### config.mk
export PLATFORM = sky130hd
export DESIGN_NAME = fsps_seq
export DESIGN_NICKNAME = d
export VERILOG_FILES = /design/src/core/fsps_pkg.sv /design/src/core/fsps_seq.sv
export SDC_FILE = /design/constraint.sdc
export NUM_CORES = 2
export LEC_CHECK = 0
export BUFFER_PORTS_ARGS = -buffer_cell sky130_fd_sc_hd__buf_2
export CORE_ASPECT_RATIO = 1.5
export CORE_UTILIZATION = 40
export CTS_BUF_LIST = sky130_fd_sc_hd__clkbuf_16
export DETAILED_ROUTE_END_ITERATION = 8
export SLEW_MARGIN = 20
export SYNTH_ARGS = -nofsm -noshare
export SYNTH_HDL_FRONTEND = slang
export SYNTH_SLANG_ARGS = --single-unit
### constraint.sdc
create_clock -name core_clk -period 2.8 [get_ports core_clk]
set_input_delay 0.28 -clock core_clk [delete_from_list [all_inputs] [get_ports core_clk]]
set_output_delay 0.28 -clock core_clk [all_outputs]
set_load 0.03 [all_outputs]
### src/core/fsps_pkg.sv
// constants for the flash self-programming sequencer
package fsps_pkg;
	localparam int          WORD_BITS      = 7;
	localparam int          PAGE_BITS      = 8;
	localparam int          PAGE_WORDS     = 128;
	localparam int          FLASH_AW       = 15;
	localparam int          CSR_IE_BIT     = 7;
	localparam int          CSR_BUSY_BIT   = 6;
	localparam int          CSR_REEN_BIT   = 4;
	localparam int          CSR_PGWR_BIT   = 2;
	localparam int          CSR_PGER_BIT   = 1;
	localparam int          CSR_EN_BIT     = 0;
	localparam logic [6:0]  CMD_ERASE      = 7'h03;
	localparam logic [6:0]  CMD_WRITE      = 7'h05;
	localparam logic [6:0]  CMD_LOAD       = 7'h01;
	localparam logic [6:0]  CMD_REEN       = 7'h11;
	localparam logic [6:0]  CMD_NONE       = 7'h00;
	localparam logic [7:0]  CSR_RESET      = 8'h00;
	localparam logic [2:0]  CMD_WINDOW     = 3'h4;
	localparam logic [14:0] APP_RESET_ADDR = 15'h0000;
	localparam logic [15:0] ERASED_WORD    = 16'hFFFF;
	typedef enum logic [1:0] {
		FSPS_IDLE  = 2'b00,
		FSPS_ARMED = 2'b01,
		FSPS_BUSY  = 2'b10
	} fsps_state_t;
endpackage

### src/core/fsps_seq.sv
// flash self-programming sequencer: command window, page buffer, erase/write control
`timescale 1ns/1ps
module fsps_seq #(
	parameter logic [14:0] BOOT_RESET_ADDR = 15'h7000,
	parameter logic [7:0]  NCR_FIRST_PAGE  = 8'hE0
) (
	input  wire logic        core_clk,
	input  wire logic        nrst,
	input  wire logic        boot_vector_fuse,
	input  wire logic        csr_wr,
	input  wire logic [7:0]  csr_wdata,
	output logic      [7:0]  csr_rdata,
	input  wire logic        spm_exec,
	input  wire logic        lpm_exec,
	input  wire logic [7:0]  pointer_high_byte,
	input  wire logic [7:0]  pointer_low_byte,
	input  wire logic [7:0]  data_r1,
	input  wire logic [7:0]  data_r0,
	input  wire logic        ee_write,
	input  wire logic        flash_done,
	input  wire logic [6:0]  buf_rd_idx,
	output logic      [15:0] buf_rd_data,
	output logic             flash_erase,
	output logic             flash_write,
	output logic      [7:0]  flash_page,
	output logic      [14:0] lpm_word_addr,
	output logic             lpm_high_byte,
	output logic             cpu_halt,
	output logic             spm_irq,
	output logic      [14:0] reset_vector
);
	fsps_pkg::fsps_state_t state_reg;
	logic [7:0]  csr_reg;
	logic [2:0]  win_reg;
	logic        fuse_s1_reg;
	logic        fuse_s2_reg;
	logic [15:0] buf_mem [fsps_pkg::PAGE_WORDS];
	logic [fsps_pkg::PAGE_WORDS-1:0] valid_reg;
	logic [15:0] pointer;
	logic        confirm;
	logic [6:0]  cmd;
	logic        is_ncr;
	logic        clr_buf;

	function automatic logic [6:0] word_field(input logic [15:0] z);
		word_field = z[fsps_pkg::WORD_BITS:1];
	endfunction

	function automatic logic [7:0] page_field(input logic [15:0] z);
		page_field = z[15:16-fsps_pkg::PAGE_BITS];
	endfunction

	assign pointer = {pointer_high_byte, pointer_low_byte};
	// busy is status, not part of the code; left in, it would hide every command after an erase or write outside the no-concurrent area
	assign cmd     = {1'b0, csr_reg[5:0]};
	assign confirm = (state_reg == fsps_pkg::FSPS_ARMED) && spm_exec;
	assign is_ncr  = page_field(pointer) >= NCR_FIRST_PAGE;
	// re-enable and write completion both empty the buffer
	assign clr_buf = (confirm && cmd == fsps_pkg::CMD_REEN) ||
	                 (state_reg == fsps_pkg::FSPS_BUSY && flash_done && flash_write == 1'b0 &&
	                  cmd == fsps_pkg::CMD_WRITE);

	// fuse is a pin level; only the external programmer can change it
	always_ff @(posedge core_clk or negedge nrst) begin
		if (!nrst) begin
			fuse_s1_reg <= 1'b1;
			fuse_s2_reg <= 1'b1;
		end else begin
			fuse_s1_reg <= boot_vector_fuse;
			fuse_s2_reg <= fuse_s1_reg;
		end
	end

	always_ff @(posedge core_clk or negedge nrst) begin
		if (!nrst) begin
			reset_vector <= fsps_pkg::APP_RESET_ADDR;
		end else begin
			reset_vector <= fuse_s2_reg ? fsps_pkg::APP_RESET_ADDR : BOOT_RESET_ADDR;
		end
	end

	always_ff @(posedge core_clk or negedge nrst) begin
		if (!nrst) begin
			state_reg <= fsps_pkg::FSPS_IDLE;
			win_reg   <= 3'h0;
		end else begin
			case (state_reg)
				fsps_pkg::FSPS_IDLE: begin
					if (csr_wr && csr_wdata[fsps_pkg::CSR_EN_BIT]) begin
						state_reg <= fsps_pkg::FSPS_ARMED;
						win_reg   <= fsps_pkg::CMD_WINDOW;
					end
				end
				fsps_pkg::FSPS_ARMED: begin
					if (spm_exec) begin
						if (cmd == fsps_pkg::CMD_ERASE || cmd == fsps_pkg::CMD_WRITE) begin
							state_reg <= fsps_pkg::FSPS_BUSY;
						end else begin
							state_reg <= fsps_pkg::FSPS_IDLE;
						end
					end else if (win_reg == 3'h1) begin
						state_reg <= fsps_pkg::FSPS_IDLE;
					end
					win_reg <= win_reg - 3'h1;
				end
				fsps_pkg::FSPS_BUSY: begin
					if (flash_done) begin
						state_reg <= fsps_pkg::FSPS_IDLE;
					end
				end
				default: begin
					state_reg <= fsps_pkg::FSPS_IDLE;
				end
			endcase
		end
	end

	// command bits written with enable live only while armed or busy; a late write during busy is dropped
	always_ff @(posedge core_clk or negedge nrst) begin
		if (!nrst) begin
			csr_reg <= fsps_pkg::CSR_RESET;
		end else begin
			if (csr_wr && state_reg == fsps_pkg::FSPS_IDLE) begin
				csr_reg[fsps_pkg::CSR_IE_BIT] <= csr_wdata[fsps_pkg::CSR_IE_BIT];
				csr_reg[5:0]                  <= csr_wdata[5:0];
			end else if (csr_wr) begin
				csr_reg[fsps_pkg::CSR_IE_BIT] <= csr_wdata[fsps_pkg::CSR_IE_BIT];
			end
			if (state_reg == fsps_pkg::FSPS_ARMED && !spm_exec && win_reg == 3'h1) begin
				csr_reg[5:0] <= 6'h00;
			end
			if (confirm && cmd != fsps_pkg::CMD_ERASE && cmd != fsps_pkg::CMD_WRITE) begin
				csr_reg[5:0] <= 6'h00;
			end
			if (state_reg == fsps_pkg::FSPS_BUSY && flash_done) begin
				csr_reg[5:0] <= 6'h00;
			end
			if (confirm && (cmd == fsps_pkg::CMD_ERASE || cmd == fsps_pkg::CMD_WRITE) && !is_ncr) begin
				csr_reg[fsps_pkg::CSR_BUSY_BIT] <= 1'b1;
			end else if (confirm && cmd == fsps_pkg::CMD_REEN) begin
				csr_reg[fsps_pkg::CSR_BUSY_BIT] <= 1'b0;
			end
		end
	end

	always_ff @(posedge core_clk or negedge nrst) begin
		if (!nrst) begin
			csr_rdata <= fsps_pkg::CSR_RESET;
		end else begin
			csr_rdata <= {csr_reg[7:6], 1'b0, csr_reg[4:0]};
		end
	end

	// start strobes and the page are latched so the pointer is free afterwards
	always_ff @(posedge core_clk or negedge nrst) begin
		if (!nrst) begin
			flash_erase <= 1'b0;
			flash_write <= 1'b0;
			flash_page  <= 8'h00;
		end else begin
			flash_erase <= confirm && cmd == fsps_pkg::CMD_ERASE;
			flash_write <= confirm && cmd == fsps_pkg::CMD_WRITE;
			if (confirm && (cmd == fsps_pkg::CMD_ERASE || cmd == fsps_pkg::CMD_WRITE)) begin
				flash_page <= page_field(pointer);
			end
		end
	end

	always_ff @(posedge core_clk or negedge nrst) begin
		if (!nrst) begin
			cpu_halt <= 1'b0;
		end else if (confirm && (cmd == fsps_pkg::CMD_ERASE || cmd == fsps_pkg::CMD_WRITE) && is_ncr) begin
			cpu_halt <= 1'b1;
		end else if (state_reg == fsps_pkg::FSPS_BUSY && flash_done) begin
			cpu_halt <= 1'b0;
		end
	end

	always_ff @(posedge core_clk or negedge nrst) begin
		if (!nrst) begin
			spm_irq <= 1'b0;
		end else begin
			spm_irq <= csr_reg[fsps_pkg::CSR_IE_BIT] && !csr_reg[fsps_pkg::CSR_EN_BIT];
		end
	end

	always_ff @(posedge core_clk or negedge nrst) begin
		if (!nrst) begin
			lpm_word_addr <= 15'h0000;
			lpm_high_byte <= 1'b0;
		end else if (lpm_exec) begin
			lpm_word_addr <= pointer[15:1];
			lpm_high_byte <= pointer[0];
		end
	end

	// valid flags stand in for a cleared buffer; words never loaded read as erased
	always_ff @(posedge core_clk or negedge nrst) begin
		if (!nrst) begin
			valid_reg <= '0;
		end else begin
			if (clr_buf) begin
				valid_reg <= '0;
			end else if (ee_write && |valid_reg && state_reg != fsps_pkg::FSPS_BUSY) begin
				valid_reg <= '0;
			end else if (confirm && cmd == fsps_pkg::CMD_LOAD) begin
				valid_reg[word_field(pointer)] <= 1'b1;
			end
		end
	end

	always_ff @(posedge core_clk) begin
		if (confirm && cmd == fsps_pkg::CMD_LOAD) begin
			buf_mem[word_field(pointer)] <= {data_r1, data_r0};
		end
	end

	always_ff @(posedge core_clk or negedge nrst) begin
		if (!nrst) begin
			buf_rd_data <= fsps_pkg::ERASED_WORD;
		end else begin
			buf_rd_data <= valid_reg[buf_rd_idx] ? buf_mem[buf_rd_idx] : fsps_pkg::ERASED_WORD;
		end
	end

	logic armed_q;
	always_ff @(posedge core_clk or negedge nrst) begin
		if (!nrst) begin
			armed_q <= 1'b0;
		end else begin
			armed_q <= state_reg == fsps_pkg::FSPS_ARMED;
		end
	end

	window_end_a: assert property (@(posedge core_clk) disable iff (!nrst)
		(state_reg == fsps_pkg::FSPS_ARMED && win_reg == 3'h1 && !spm_exec) |=> csr_reg[5:0] == 6'h00)
		else $error("command bits not cleared after window");
	// a store inside the window ends it early, so only an unused window must last four cycles
	window_len_a: assert property (@(posedge core_clk) disable iff (!nrst)
		(state_reg == fsps_pkg::FSPS_IDLE && csr_wr && csr_wdata[0]) ##1
		(state_reg == fsps_pkg::FSPS_ARMED && !spm_exec)[*4] |=> state_reg != fsps_pkg::FSPS_ARMED)
		else $error("command window not four cycles");
	erase_start_a: assert property (@(posedge core_clk) disable iff (!nrst)
		(confirm && cmd == fsps_pkg::CMD_ERASE) |=> flash_erase && flash_page == $past(pointer[15:8]))
		else $error("erase not started on page field");
	write_start_a: assert property (@(posedge core_clk) disable iff (!nrst)
		(confirm && cmd == fsps_pkg::CMD_WRITE) |=> flash_write ##1 !flash_write)
		else $error("write strobe wrong");
	halt_ncr_a: assert property (@(posedge core_clk) disable iff (!nrst)
		(confirm && (cmd == fsps_pkg::CMD_ERASE || cmd == fsps_pkg::CMD_WRITE) && is_ncr) |=> cpu_halt)
		else $error("no halt for no-concurrent area");
	// busy may already stand from the erase before, so only its presence after the write is checked
	halt_rww_a: assert property (@(posedge core_clk) disable iff (!nrst)
		(confirm && cmd == fsps_pkg::CMD_WRITE && !is_ncr && !cpu_halt) |=>
		!cpu_halt && csr_reg[6] ##1 csr_rdata[6])
		else $error("concurrent write halted or busy not shown");
	irq_level_a: assert property (@(posedge core_clk) disable iff (!nrst)
		(csr_reg[7] && !csr_reg[0]) [*2] |-> spm_irq)
		else $error("interrupt not held");
	done_clear_a: assert property (@(posedge core_clk) disable iff (!nrst)
		(state_reg == fsps_pkg::FSPS_BUSY && flash_done) |=> !csr_reg[0] && !cpu_halt)
		else $error("enable not cleared at completion");
	load_store_a: assert property (@(posedge core_clk) disable iff (!nrst)
		(confirm && cmd == fsps_pkg::CMD_LOAD && !ee_write) |=> valid_reg[$past(pointer[7:1])])
		else $error("load not recorded");
	reen_clear_a: assert property (@(posedge core_clk) disable iff (!nrst)
		(confirm && cmd == fsps_pkg::CMD_REEN) |=> valid_reg == '0 && !csr_reg[6])
		else $error("re-enable left buffer or busy");
	vector_a: assert property (@(posedge core_clk) disable iff (!nrst)
		(!fuse_s2_reg) |=> reset_vector == BOOT_RESET_ADDR)
		else $error("boot vector not chosen");

	erase_c: cover property (@(posedge core_clk) disable iff (!nrst) confirm && cmd == fsps_pkg::CMD_ERASE);
	load_c: cover property (@(posedge core_clk) disable iff (!nrst) confirm && cmd == fsps_pkg::CMD_LOAD);
	write_c: cover property (@(posedge core_clk) disable iff (!nrst) confirm && cmd == fsps_pkg::CMD_WRITE);
	timeout_c: cover property (@(posedge core_clk) disable iff (!nrst) armed_q && state_reg == fsps_pkg::FSPS_IDLE && !spm_exec);
	halt_c: cover property (@(posedge core_clk) disable iff (!nrst) cpu_halt ##1 !cpu_halt);
endmodule

==> metrics.txt <==
status=complete, but fails checks; failing checks=DRC; Synth cell types=67; ranking of synthesized cells by area=edfxtp_1, mux4_2, dfrtp_1; Gate power share=7.5%; leakage power=0.0343 uW; CP arrival=3.32 ns; Seq/Total Area, Yosys=76.3%; RSZ-0062 raised after global routing=true; largest net degree at the start of global routing=129; Layout area overhead=19.4%; Final Hold Fails=0; most used flip-flop cell after synthesis=edfxtp_1; Req. time, crit path=3.36 ns; max reg flops=2048; Seq pwr share=53.2%; Fin Hold WS=0.00719 ns; Reg2Reg Setup Slack=0.04 ns; Post-synth EDFFs=2048; setup violators final=0; Post-Syn Area=87000 sq um; type of origin of the critical path=flop; Setup Fix Bufs, Post-CTS=0; fin cells=7764; Multi-input gate area=19500 sq um; die height=573 microns; CTS tree=yes; P_int=53800 uW; area leader, netlist=edfxtp_1; root buf cell=clkbuf_16; Routed WL per cell=32.2 microns; routability cong.=0.898; antenna violations before repair=12; reg-to-reg critical path startpoint=csr_reg[0]; CP endpoint kind=flop; Starting Density=40.2%; IO Port Bufs=107; Mean Syn Cell Area=21.4 sq um; worst-margin pin slew=1.01 ns; row count=209; H-tree levels=4; total number of vias=45300; CTS Sinks=2243; cts bufs inserted=201; vias per inst=5.83; Worst-path clk slew=0.06 ns; Placed Cells=7336; Net Sw Frac=22.4%; Crit Path Max Fanout=12; fin nets=4817; clock buffer depth=4; final wirelength=250000 microns; Period minus WS final=2.76 ns; Final Max Tran Viols=0; crit path from=csr_reg[0]; worst min-delay path class=in2reg; synthesized flop and latch total=2243; # fillers=17500; Clock power frac=39.3%; crit path capture=buf_mem[11][5]; antenna-violating nets left=0; pwr/cell area=667 nW/um^2; clk_lat worst skew=0.88 ns; layout cells sized above 1=34.0%; CP Class=reg2reg; die width=383 microns; slew margin rel.=32.8%; vias in the first global route=46500; net load switching power=15500 uW; Post-Synthesis Cells=4071; sequential cell area=66400 sq um; global-route wire length before repair=354000 microns; max_cap viols=0; most numerous cell in the Yosys netlist=edfxtp_1; Max Fclk=0.362 GHz; Post-DP HPWL=164000 microns; clock skew=0.0325 ns; Synth top area share=70.7%; ys async rst share=8.69%; die area=219000 sq um; total track usage=22.8%; IO Pins=122; drt initial violations=4710; FF-to-FF path depth=7; Yosys warnings=0; drt pass-1 iters=7; FF-to-FF End=buf_mem[11][5]; final worst path period share=98.7%; Peak VDD IR=570 uV; GRT Residual Overflow=0; most instantiated cells after synthesis=edfxtp_1, mux4_2, dfrtp_1; remaining routing DRC violations=10; total core area=216000 sq um
final cells by class:
| class | count | area share, % |
|---|---|---|
| flip-flops and latches | 2243 | 63.9 |
| clock inverters | 154 | 1.25 |
| multi-input cells | 1585 | 18.7 |
| clock buffers | 203 | 4.89 |
| repair buffers | 713 | 7.73 |
| diodes | 2 | 0.00482 |
| well taps | 2848 | 3.43 |
| inverters | 16 | 0.0626 |
per-layer routing:
| metal | part of all wire (%) | up-vias | wire, microns | track usage [%] |
|---|---|---|---|---|
| met5 | 0.021 | - | 52 | 0 |
| met4 | 5.7 | 8 | 14200 | 11.4 |
| met3 | 6.4 | 495 | 16100 | 3.41 |
| met2 | 52 | 1955 | 130000 | 39.9 |
| met1 | 36 | 24500 | 89600 | 27.4 |
| li1 | - | 18400 | - | - |
cells by family after synthesis:
family                   Yosys count  synth area share (%)
flip-flops                      2243                  76.3
buffers and inverters            255                  1.83
other                              1               0.00431
AO/OA/AOI/OAI                    407                  3.32
XOR/XNOR                           1                0.0101
AND/OR/NAND/NOR                  474                  2.53
adder cells (fa/ha/maj)            2                0.0288
multiplexers                     688                  16.0
worst max-delay path, cell delays in order, from the launching register on:
cell and delay (ns):
dfrtp_1 0.43, nor3b_1 0.34, nand4b_1 0.35, nor3_1 0.32, buf_4 0.17, nand2_1 0.29
nor2_2 0.33, buf_12 0.21
power by group through the flow:
stage               Sequential, uW  Combinational (uW)  Clock [uW]
finish                       36900                5190       27300
global route                 36900                5420       28800
CTS                          36900                5180       27700
detailed placement           37600                5050           0
global placement             37600                5000           0
floorplan                    37800                2240           0
worst min path at each step:
stage / start / end / slack, ns / cells after the start
after floorplan: nrst / cpu_halt / -0.02 / 0
after global placement: nrst / flash_page[5] / 0.33 / 1
after detailed placement: nrst / flash_page[5] / 0.34 / 1
after CTS: data_r1[1] / buf_mem[36][9] / 0.003 / 1
after global routing: data_r0[4] / buf_mem[34][4] / 0.04 / 2
final: data_r1[5] / buf_mem[56][13] / 0.007 / 1
metrics by stage:
stage	total power (uW)	cell area [sq um]	setup TNS [ns]	setup slack, ns	util (%)
after global placement	42600	96800	-2.19	-0.462	44.7
after CTS	69700	104000	0	0.0179	48.0
after floorplan	40000	87100	0	0.188	-
after detailed placement	42700	96800	-2.42	-0.403	44.7
after global routing	71100	104000	-0.832	-0.0340	48.1
final	69400	104000	0	0.0373	48.1
layout by cell type (no fill, tap or decap), drive strengths merged, types with 6 or more instances in the layout:
| cell type | count |
|---|---|
| edfxtp | 2048 |
| buf | 643 |
| mux4 | 557 |
| clkbuf | 204 |
| dfrtp | 177 |
| nor2 | 171 |
| o21a | 129 |
| nand2 | 111 |
| mux2i | 101 |
| clkinv | 86 |
| dlygate4sd3 | 69 |
| a22oi | 62 |
| inv | 55 |
| nand3 | 46 |
| o21ai | 46 |
| a21oi | 43 |
| nor4 | 38 |
| mux2 | 30 |
| nor3 | 29 |
| a221oi | 24 |
| bufinv | 21 |
| o22ai | 21 |
| o211ai | 19 |
| dfstp | 18 |
| nand2b | 15 |
| nand4 | 13 |
| conb | 13 |
| nor2b | 13 |
| a211oi | 10 |
| a31oi | 9 |
| clkinvlp | 8 |
| and2 | 7 |
| nor3b | 7 |
| o31ai | 6 |
| and3 | 6 |
| nand3b | 6 |
| o41ai | 6 |
timing repair:
action | in CTS | in global routing
hold buffers | 68 | 1
hold endpoints to repair | 415 | 4
gates resized for setup | 0 | 13
setup endpoints to repair | 0 | 242
No activity file was read; power rests on OpenSTA's default activity.
